File: src/inc/tone_pkg.sv
// constants, register map and state types for the tone and fsk transmitter
// assumes a 250 MHz core clock and a 32-bit ahb-lite register bus
package tone_pkg;
  localparam int unsigned CLK_HZ = 250_000_000;
  localparam int unsigned LATCH_HZ = 1200;
  localparam int unsigned LATCH_DIV = CLK_HZ / LATCH_HZ;
  localparam int unsigned TONE_DIV_W = 20;
  localparam logic [11:0] OFS_TONE_CTRL = 12'h0ba;
  localparam logic [11:0] OFS_FSK_BIT = 12'h0c0;
  localparam logic [11:0] OFS_FSK_CTRL = 12'h0c4;
  localparam logic [11:0] OFS_IRQ_STAT = 12'h0c8;
  localparam logic [11:0] OFS_IRQ_CLR = 12'h0cc;
  localparam logic [11:0] OFS_IRQ_EN = 12'h0d0;
  localparam int unsigned POS_PIN_EN = 6;
  localparam int unsigned POS_HIGH_EN = 5;
  localparam int unsigned POS_LOW_EN = 4;
  localparam int unsigned POS_LOW_SEL = 2;
  localparam int unsigned POS_HIGH_SEL = 0;
  localparam int unsigned POS_TX_EN = 0;
  localparam int unsigned POS_SEND = 1;
  localparam logic [7:0] RST_REG8 = 8'h00;
  localparam int unsigned FSK_MARK_HZ = 1300;
  localparam int unsigned FSK_SPACE_HZ = 2100;

  typedef struct packed {
    logic [31:0] haddr;
    logic hwrite;
    logic hsel_ok;
  } bus_req_t;

  typedef struct packed {
    bus_req_t req;
    logic [7:0] tone_ctrl;
    logic [7:0] fsk_bit;
    logic tx_en;
    logic send;
    logic mod_flag;
    logic irq_en;
    logic latched_bit;
    logic [17:0] latch_cnt;
    logic [TONE_DIV_W-1:0] low_cnt;
    logic [TONE_DIV_W-1:0] high_cnt;
    logic [TONE_DIV_W-1:0] fsk_cnt;
    logic low_sq;
    logic high_sq;
    logic fsk_sq;
    logic [31:0] hrdata;
  } tone_state_t;
endpackage : tone_pkg

File: src/rtl/tone_gen.sv
// dtmf tone and 1200 baud fsk transmitter with ahb-lite registers
// assumes a single ahb-lite master and an outside buffer on the tone pin
//
// Overview of operation
// - tone pin carries one low group tone and one high group tone
// - tone pin released when the dual tone path and the fsk modulator are both off
// - tone control register at BAh with enables and two selectors
// - each group tone runs only while its group enable is set
// - dual tone reaches the pin only with the pin enable set
// - high selector 00 gives 1209 Hz, 01 gives 1336 Hz
// - fsk modulator and dual tone share the one tone pin
// - fsk sends 1200 baud, mark and space tones
// - only bit 0 of the transmit bit register is sent
// - setting transmit enable raises send flag, starting 1200 Hz clock
// - while send is high, bit 0 is latched at each latch edge
// - after send clears, next latch edge drops enable
// - while enabled, each latch edge sets the modulation flag
// - modulation flag raises the shared cid interrupt
// - clearing transmit enable stops fsk output at once
`timescale 1ns/1ns
module tone_gen
  import tone_pkg::*;
#(
  // latch period in core clocks; shorten only for simulation
  parameter int unsigned LATCH_CYC = LATCH_DIV
) (
  // clock and reset
  input wire logic core_clk,
  input wire logic rst_n,
  // ahb-lite slave
  input wire logic hsel,
  input wire logic [31:0] haddr,
  input wire logic [1:0] htrans,
  input wire logic hwrite,
  input wire logic [2:0] hsize,
  input wire logic [31:0] hwdata,
  input wire logic hready,
  output logic hreadyout,
  output logic hresp,
  output logic [31:0] hrdata,
  // tone pin
  output logic tone_out,
  output logic tone_oe,
  // interrupt
  output logic cid_irq
);
  logic rst_s1_ff;
  logic rst_s2_ff;
  tone_state_t st_ff;
  tone_state_t nxt_st;

  always_ff @(posedge core_clk or negedge rst_n) begin
    if (!rst_n) begin
      rst_s1_ff <= 1'b0;
      rst_s2_ff <= 1'b0;
    end else begin
      rst_s1_ff <= 1'b1;
      rst_s2_ff <= rst_s1_ff;
    end
  end

  // half period of a square tone in core clocks
  function automatic logic [TONE_DIV_W-1:0] half_div(input int unsigned hz);
    half_div = TONE_DIV_W'(CLK_HZ / (2 * hz));
  endfunction : half_div

  // one register per word; the offset constants are word indices
  function automatic logic [11:0] reg_idx(input logic [31:0] a);
    reg_idx = a[13:2];
  endfunction : reg_idx

  function automatic logic [TONE_DIV_W-1:0] low_div(input logic [1:0] s);
    unique case (s)
      2'b00: low_div = half_div(697);
      2'b01: low_div = half_div(770);
      2'b10: low_div = half_div(852);
      2'b11: low_div = half_div(941);
    endcase
  endfunction : low_div

  function automatic logic [TONE_DIV_W-1:0] high_div(input logic [1:0] s);
    unique case (s)
      2'b00: high_div = half_div(1209);
      2'b01: high_div = half_div(1336);
      2'b10: high_div = half_div(1477);
      2'b11: high_div = half_div(1633);
    endcase
  endfunction : high_div

  logic wr_go;
  logic rd_go;
  logic addr_ph;
  logic latch_edge;
  logic [11:0] wr_idx;
  logic [31:0] wdata;
  logic [7:0] irq_stat;
  logic [TONE_DIV_W-1:0] lo_lim;
  logic [TONE_DIV_W-1:0] hi_lim;
  logic [TONE_DIV_W-1:0] fsk_lim;

  assign addr_ph = hsel && hready && htrans[1];
  assign wr_go = st_ff.req.hsel_ok && st_ff.req.hwrite;
  assign wdata = hwdata;
  assign latch_edge = st_ff.latch_cnt == 18'(LATCH_CYC - 1);
  assign wr_idx = reg_idx(st_ff.req.haddr);
  assign irq_stat = {7'h00, st_ff.mod_flag};
  assign lo_lim = low_div(st_ff.tone_ctrl[POS_LOW_SEL +: 2]);
  assign hi_lim = high_div(st_ff.tone_ctrl[POS_HIGH_SEL +: 2]);
  assign fsk_lim = st_ff.latched_bit ? half_div(FSK_MARK_HZ)
                                     : half_div(FSK_SPACE_HZ);
  assign rd_go = addr_ph && !hwrite;

  always_comb begin
    nxt_st = st_ff;
    nxt_st.req.haddr = haddr;
    nxt_st.req.hwrite = hwrite;
    nxt_st.req.hsel_ok = addr_ph;
    // read data registered in the address phase, so zero wait states
    if (rd_go) begin
      unique case (reg_idx(haddr))
        OFS_TONE_CTRL: nxt_st.hrdata = {24'h0, 1'b0, st_ff.tone_ctrl[6:0]};
        OFS_FSK_BIT: nxt_st.hrdata = {24'h0, st_ff.fsk_bit};
        OFS_FSK_CTRL: nxt_st.hrdata = {30'h0, st_ff.send, st_ff.tx_en};
        OFS_IRQ_STAT: nxt_st.hrdata = {24'h0, irq_stat};
        OFS_IRQ_EN: nxt_st.hrdata = {31'h0, st_ff.irq_en};
        default: nxt_st.hrdata = 32'h0;
      endcase
    end
    // latch clock starts with send and runs on to the closing edge
    if (st_ff.tx_en) begin
      nxt_st.latch_cnt = latch_edge ? 18'h0 : st_ff.latch_cnt + 18'h1;
    end else begin
      nxt_st.latch_cnt = 18'h0;
    end
    if (st_ff.tx_en && latch_edge) begin
      nxt_st.mod_flag = 1'b1;
    end
    if (st_ff.send && latch_edge) begin
      nxt_st.latched_bit = st_ff.fsk_bit[0];
    end
    // send dropped by software: end transmission at the next latch edge
    if (st_ff.tx_en && !st_ff.send && latch_edge) begin
      nxt_st.tx_en = 1'b0;
    end
    if (wr_go) begin
      unique case (wr_idx)
        OFS_TONE_CTRL: nxt_st.tone_ctrl = {1'b0, wdata[6:0]};
        OFS_FSK_BIT: nxt_st.fsk_bit = wdata[7:0];
        OFS_FSK_CTRL: begin
          if (wdata[POS_TX_EN] && !st_ff.tx_en) begin
            nxt_st.tx_en = 1'b1;
            nxt_st.send = 1'b1;
          end else if (!wdata[POS_TX_EN]) begin
            nxt_st.tx_en = 1'b0;
            nxt_st.send = 1'b0;
          end else if (!wdata[POS_SEND]) begin
            nxt_st.send = 1'b0;
          end
        end
        // set wins over clear on the same edge
        OFS_IRQ_CLR: begin
          if (wdata[0] && !(st_ff.tx_en && latch_edge)) begin
            nxt_st.mod_flag = 1'b0;
          end
        end
        OFS_IRQ_EN: nxt_st.irq_en = wdata[0];
        default: begin
        end
      endcase
    end
    // tone dividers stop and reset while their enable is low
    if (st_ff.tone_ctrl[POS_LOW_EN]) begin
      if (st_ff.low_cnt >= lo_lim - TONE_DIV_W'(1)) begin
        nxt_st.low_cnt = '0;
        nxt_st.low_sq = !st_ff.low_sq;
      end else begin
        nxt_st.low_cnt = st_ff.low_cnt + TONE_DIV_W'(1);
      end
    end else begin
      nxt_st.low_cnt = '0;
      nxt_st.low_sq = 1'b0;
    end
    if (st_ff.tone_ctrl[POS_HIGH_EN]) begin
      if (st_ff.high_cnt >= hi_lim - TONE_DIV_W'(1)) begin
        nxt_st.high_cnt = '0;
        nxt_st.high_sq = !st_ff.high_sq;
      end else begin
        nxt_st.high_cnt = st_ff.high_cnt + TONE_DIV_W'(1);
      end
    end else begin
      nxt_st.high_cnt = '0;
      nxt_st.high_sq = 1'b0;
    end
    if (st_ff.tx_en) begin
      if (st_ff.fsk_cnt >= fsk_lim - TONE_DIV_W'(1)) begin
        nxt_st.fsk_cnt = '0;
        nxt_st.fsk_sq = !st_ff.fsk_sq;
      end else begin
        nxt_st.fsk_cnt = st_ff.fsk_cnt + TONE_DIV_W'(1);
      end
    end else begin
      nxt_st.fsk_cnt = '0;
      nxt_st.fsk_sq = 1'b0;
    end
  end

  always_ff @(posedge core_clk or negedge rst_s2_ff) begin
    if (!rst_s2_ff) begin
      st_ff <= '0;
    end else begin
      st_ff <= nxt_st;
    end
  end

  // one bit pin model: xor mixes the two squares into one waveform
  always_comb begin
    tone_out = 1'b0;
    tone_oe = 1'b0;
    if (st_ff.tx_en) begin
      tone_out = st_ff.fsk_sq;
      tone_oe = 1'b1;
    end else if (st_ff.tone_ctrl[POS_PIN_EN]) begin
      tone_out = st_ff.low_sq ^ st_ff.high_sq;
      tone_oe = 1'b1;
    end
  end

  assign cid_irq = st_ff.mod_flag && st_ff.irq_en;
  assign hreadyout = 1'b1;
  assign hresp = 1'b0;
  assign hrdata = st_ff.hrdata;
endmodule : tone_gen

File: config.mk
export PLATFORM = sky130hd
export DESIGN_NAME = tone_gen
export DESIGN_NICKNAME = d
export VERILOG_FILES = /design/src/inc/tone_pkg.sv /design/src/rtl/tone_gen.sv
export SDC_FILE = /design/constraint.sdc
export NUM_CORES = 1
export LEC_CHECK = 0
export BUFFER_PORTS_ARGS = -buffer_cell sky130_fd_sc_hd__buf_4
export CAP_MARGIN = 25
export CORE_MARGIN = 2
export CORE_UTILIZATION = 57
export CTS_BUF_LIST = sky130_fd_sc_hd__clkbuf_16
export CTS_CLUSTER_SIZE = 40
export DETAILED_ROUTE_END_ITERATION = 8
export GPL_ROUTABILITY_DRIVEN = 0
export GPL_TIMING_DRIVEN = 0
export PLACE_DENSITY = 0.8
export SYNTH_ARGS = -nofsm -noshare
export SYNTH_HDL_FRONTEND = slang
export SYNTH_SLANG_ARGS = --single-unit
File: constraint.sdc
create_clock -name core_clk -period 4.8 [get_ports core_clk]
set_input_delay 0.96 -clock core_clk [delete_from_list [all_inputs] [get_ports core_clk]]
set_output_delay 0.96 -clock core_clk [all_outputs]
set_load 0.005 [all_outputs]
==> impl_metrics.tcl, run 1 <==
set metrics [dict create \
    holdCritPathClass "primary input to async pin" \
    num_antenna_cells 0 \
    min_period_ps 2960 \
    slew_headroom 0.439 \
    std_cell_rows 40 \
    routed_wirelength_um 13600 \
    fin_crit_sh 0.616 \
    path_delay_family "compound AO/OA/AOI/OAI gates" \
    tightest_slew_ps 841 \
    p_total_mw 2.34 \
    cts-htree-levels 4 \
    arrival_ps 3250 \
    dp_hpwl_um 9940 \
    ant_nets 0 \
    antenna_found_initial 0 \
    syn_avg_cell_area_um2 10.1 \
    post-route-util 0.671 \
    dieArea_mm2 0.0129 \
    hold_viol 0 \
    crit_required_ps 5100 \
    cts.sinks 125 \
    cts_hold_buf 0 \
    cts_tree "done" \
    die_y_um 114 \
    wl_per_cell_um 14.8 \
    yosys-top-cells-area "dfrtp_1 46%, ha_1 11%, nor2_1 5.4%" \
    synth_most_common_cell "dfrtp_1" \
    nets 895 \
    fmax_mhz 338 \
    final_cells 922 \
    max_stage_delay_ps 470 \
    synth_edf_count 0 \
    drcViolationCount 0 \
    fin_hold_ws_ps 316 \
    startpoint_type "flip-flop" \
    area_growth_pct 16.3 \
    slew_violations 0 \
    drive_gt1_frac 0.165 \
    synth-seq-cells 125 \
    rr_startpoint "st_ff[128]" \
    tns_ps 0 \
    endpoint_kind "flip-flop" \
    path_buf_inv 3 \
    cts_root_buffer "clkbuf_16" \
    start_util 0.577 \
    worstPathMaxFanout 10 \
    async_reset_ff_frac 1.00 \
    cts_setup_buffers 0 \
    dr.first_iter.drc_count 372 \
    core_mm2 0.0119 \
    path_clk_slew_ps 50 \
    cp_slowest_cell "dfrtp_1" \
    critical_path_class "flip-flop to flip-flop" \
    cts_buffers 17 \
    synth.distinct_cells 61 \
    r2r_setup_slack_ps 1840 \
    grt_max_degree 66 \
    placed_cells 891 \
    ios 111 \
    yosysTopAreaCellShare 0.457 \
    dr.pass1.iters 5 \
    cts_max_path_buffers 2 \
    final.fill_count 934 \
    grt_pass1_wl_um 22900 \
    grt_setup_unrepaired "false" \
    netlist_area_mm2 0.00684 \
    track_usage 0.225 \
    power_density_mw_per_mm2 294 \
    reg2reg_depth 11 \
    post_cts_resize_count 0 \
    clk-insertion-delay-late_ps 420 \
    syn_inst 676 \
    ys_seq_area_frac 0.457 \
    peakVddDrop_uv 243 \
    yosysWarnings 0 \
    ys_top_cells_by_count "125 x dfrtp_1, 99 x nor2_1, 58 x ha_1, 49 x nand2_1, 35 x buf_4" \
    setup_viol 0 \
    ys.flop_type "dfrtp_1" \
    path_cells "inv_1 -> ha_1 -> inv_1 -> o21ai_0 -> ha_1 -> a21o_1 -> a221oi_1 -> o21ai_0 -> a211o_1 -> buf_2 -> mux2_1" \
    yosysTopAreaCell "dfrtp_1" \
    avgViaCountPerCell 5.35 \
    vias 4929 \
    status "finished clean" \
    drv_cap 0 \
    grt_pass1_vias 4931 \
    rr_endpoint "st_ff[34]" \
    portBuffers 36 \
    gr-total-overflow 0 \
    dieWidth_um 114 \
    leakagePower_nw 3.74 \
    fin_skew_ps 6.94 \
]
-- metrics by stage --
step / setup WS (ps) / instance area, um^2
3_5_place_dp: 1860 / 7440
6_report: 1840 / 7960
3_3_place_gp: -69.8 / 7410
4_1_cts: 1840 / 7960
2_1_floorplan: 1060 / 6960
5_1_grt: 1600 / 7960
-- worst max path at each step --
stage                     from         to  slack, ps  depth (start not counted)
detailed placement  st_ff[128]  st_ff[34]       1860                         11
global route        st_ff[128]  st_ff[34]       1600                         11
CTS                 st_ff[128]  st_ff[34]       1840                         11
global placement     rst_s2_ff  st_ff[81]        -70                          0
finish              st_ff[128]  st_ff[34]       1840                         11
floorplan            rst_s2_ff  hrdata[0]       1060                          0
-- routing by layer --
metal	vias to the layer above	routed length, um	global-route usage
met1	2373	5730	0.269
li1	2435	-	-
met2	98	7100	0.386
met3	23	523	0.0569
met4	0	286	0.102
met5	-	0	0
-- kinds of logic after synthesis --
group	count (synthesis)	synth area share
buffers and inverters	77	0.0642
AND/OR/NAND/NOR	264	0.191
other	2	0.00110
multiplexers	18	0.0296
flip-flops	125	0.457
XOR/XNOR	62	0.0794
adder cells (fa/ha/maj)	58	0.106
AO/OA/AOI/OAI	70	0.0717
-- state kept, by name (all words and copies together), names as in the netlist --
signal     flops
st_ff        114
hrdata         8
irq_stat       1
rst_s1_ff      1
rst_s2_ff      1
-- power breakdown --
| group | internal, mW | total [mW] | switching, mW |
|---|---|---|---|
| clock | 0.687 | 1.12 | 0.433 |
| sequential | 1.08 | 1.10 | 0.0283 |
| combinational | 0.0577 | 0.117 | 0.0593 |
-- placed cells by master (no fill, tap or decap), types with 24 or more instances in the layout --
cell and instances:
inv_1 34, xor2_1 30, conb_1 33, o21ai_0 24, buf_4 71, ha_1 58, xnor2_1 32, nor2_1 99
dfrtp_1 124, nand2_1 49, nand3_1 30
-- worst reg2reg max path: cells and delay by family, from the launching register on --
kind	cells	cell delay, ps
multiplexers	1	330
AO/OA/AOI/OAI	5	1040
flip-flops	1	470
buffers and inverters	3	420
adder cells (fa/ha/maj)	2	590
-- layout make-up --
| cell class | count | area [um^2] | share of cell area |
|---|---|---|---|
| Buffer | 45 | 319 | 0.0401 |
| Clock buffer | 17 | 425 | 0.0535 |
| Clock inverter | 14 | 87.6 | 0.0110 |
| Inverter | 32 | 120 | 0.0151 |
| Multi-Input combinational cell | 505 | 3390 | 0.426 |
| Sequential cell | 125 | 3130 | 0.394 |
| Tap cell | 147 | 184 | 0.0231 |
| Timing Repair Buffer | 37 | 298 | 0.0374 |
Power figures use the tool's default switching activity.
==> inputs of run 2 (changes only) <==
ABC_AREA = 1   (was default)
CORE_UTILIZATION = 52   (was 57)
PLACE_DENSITY = 0.77   (was 0.8)
clock period = 2.4 ns   (was 4.8 ns; I/O delays follow)
==> run 2 against run 1 <==
Count of clock-buffer cells in the layout unchanged. Combinational power increased by 100%. Clock skew decreased by 0.61 ps. Synthesized cell count increased by 36%. Total power increased by 120%. First-iteration DRC count decreased by 21%. Sequential share of layout area decreased by 3.2 points. Critical path type unchanged. Cell area increased by 9.1%. Highest routed layer unchanged. Non-clock buffer count decreased by 1. Worst setup slack got worse by 1600 ps. Register-to-register slack got worse by 1600 ps. Worst hold slack got worse by 140 ps.
==> impl_metrics.tcl, run 2 <==
set metrics [dict create \
    status "finished clean" \
    slew_violations 0 \
    crit_start "st_ff[129]" \
    drive_gt1_frac 0.139 \
    nets 1138 \
    gr-total-overflow 0 \
    yosysWarnings 0 \
    top_register "st_ff" \
    die_y_um 123 \
    min_period_ps 2190 \
    cts.sinks 125 \
    crit_required_ps 2750 \
    arrival_ps 2540 \
    async_reset_ff_frac 1.00 \
    dp_hpwl_um 10700 \
    cts_max_path_buffers 2 \
    clk-insertion-delay-late_ps 420 \
    start_util 0.531 \
    dieArea_mm2 0.0151 \
    layout_commonest_cell "nand2_1" \
    rr_startpoint "st_ff[129]" \
    antenna_found_initial 0 \
    tightest_slew_ps 816 \
    largest_register_ffs 114 \
    peakVddDrop_uv 526 \
    setup_viol 0 \
    synth_edf_count 0 \
    drcViolationCount 0 \
    syn_avg_cell_area_um2 8.05 \
    std_cell_rows 43 \
    grt_max_degree 65 \
    placed_cells 1164 \
    critical_path_class "flip-flop to flip-flop" \
    path_clk_slew_ps 60 \
    min-delay-start "haddr[13]" \
    fin_ws_ps 213 \
    ant_nets 0 \
    num_antenna_cells 0 \
    dr.pass1.iters 5 \
    netlist_area_mm2 0.00737 \
    core_mm2 0.0139 \
    grt_pass1_wl_um 25700 \
    fin_crit_sh 0.911 \
    preCtsSetupSlack_ps -101 \
    dr.first_iter.drc_count 293 \
    place_area_mm2 0.00801 \
    final_cells 1198 \
    vias 5933 \
    holdCritPathClass "primary input to flip-flop" \
    cts_buffers 17 \
    area_growth_pct 17.7 \
    synth_most_common_cell "nand2_1" \
    slew_headroom 0.456 \
    track_usage 0.215 \
    final_cell_mix "190 x nand2_1, 149 x nor2_1, 121 x dfrtp_1, 116 x inv_1, 74 x buf_4" \
    cts_root_buffer "clkbuf_16" \
    synth-seq-cells 125 \
    yosysTopAreaCellShare 0.424 \
    leakagePower_nw 4.31 \
    startpoint_type "flip-flop" \
    syn_inst 916 \
    synth.distinct_cells 37 \
    routed_wirelength_um 14700 \
    ys_seq_area_frac 0.424 \
    fin_area_mm2 0.00868 \
    cts_tree "done" \
    portBuffers 36 \
    avgViaCountPerCell 4.95 \
    grt_pass1_vias 5694 \
    ys.flop_type "dfrtp_1" \
    hold_viol 0 \
    ys_top_cells_by_count "190 x nand2_1, 151 x nor2_1, 125 x dfrtp_1, 119 x inv_1, 58 x ha_1" \
    yosys-top-cells-area "dfrtp_1 42%, ha_1 9.8%, nand2_1 9.7%" \
    fin_skew_ps 6.32 \
    drv_cap 0 \
    wl_per_cell_um 12.3 \
    dieWidth_um 123 \
    tns_ps 0 \
    fmax_mhz 457 \
    worstPathMaxFanout 10 \
    yosysTopAreaCell "dfrtp_1" \
    cts-htree-levels 4 \
    endpoint_kind "flip-flop" \
    ios 111 \
    power_density_mw_per_mm2 581 \
]
==> run 2: cell types whose count changed in the layout (fill, tap and decap cells not counted), sizes merged, moves of 7 or more <==
cell | previous run | this run
nand3 | 30 | 52
mux2 | 15 | 0
and4 | 7 | 0
and3 | 13 | 1
nand2 | 49 | 197
nand4 | 15 | 22
o21ai | 25 | 41
xnor2 | 32 | 14
nor2 | 100 | 153
inv | 34 | 120
==> run 2: worst paths after layout <==
check	endpoint	slack (ps)	cells after the start
max in group asynchronous	st_ff[126]	1190	1
worst min register to register	rst_s2_ff	350	0
worst max-delay path	st_ff[81]	210	15
worst max register to register	st_ff[81]	210	15
min in group asynchronous	rst_s2_ff	380	2
worst min-delay path	st_ff[149]	180	1
==> run 2: cell families (layout without fill, tap and decap cells) <==
family | count (synthesis) | after routing | share of synthesized area
AND/OR/NAND/NOR | 459 | 460 | 0.269
buffers and inverters | 162 | 232 | 0.104
flip-flops | 125 | 125 | 0.424
AO/OA/AOI/OAI | 66 | 66 | 0.0511
adder cells (fa/ha/maj) | 58 | 58 | 0.0985
XOR/XNOR | 44 | 44 | 0.0523
other | 2 | 33 | 0.00102
==> run 2: repair_timing <==
item	CTS	global route
gates cloned	0	1
buffers inserted	1	2
setup endpoints to repair	20	39
hold endpoints to repair	2	0
gates resized for setup	3	13
hold buffers	1	0
pin swaps	1	2
==> run 2: routing by layer <==
| metal | track usage | vias up | share of wire |
|---|---|---|---|
| li1 | - | 3036 | - |
| met3 | 0.0498 | 18 | 0.050 |
| met2 | 0.346 | 130 | 0.46 |
| met5 | 0 | - | 0 |
| met4 | 0.0625 | 0 | 0.015 |
| met1 | 0.293 | 2749 | 0.47 |
==> run 2: layout make-up <==
class,count,area [um^2]
clock inverters,14,176
multi-input cells,661,3630
flip-flops and latches,125,3140
clock buffers,17,425
fillers,1232,5200
repair buffers,41,330
inverters,120,450
plain buffers,40,308
well taps,180,225
==> run 2: report_power, final <==
| group | internal (mW) | switching [mW] |
|---|---|---|
| registers | 2.14 | 0.0422 |
| clock network | 1.71 | 0.914 |
| logic | 0.110 | 0.127 |
==> run 2: critical path, stage by stage (launching register included) <==
cell and delay (ps):
dfrtp_2 440, inv_2 120, ha_2 220, inv_1 80, o21ai_2 80, ha_1 260
nand2_1 60, nand2_1 50, nand2_1 60, nand2_1 50, nand2_1 50, nand2_1 60
a21oi_2 150, nand2_2 120, buf_4 200, nor2_1 100
==> run 2: stage by stage <==
stage	power (mW)	utilization	hold WS, ps
3_3_place_gp	2.44	0.575	264
3_5_place_dp	2.45	0.577	266
4_1_cts	5.07	0.622	167
6_report	5.04	0.625	176
2_1_floorplan	2.35	-	184
5_1_grt	5.22	0.625	164
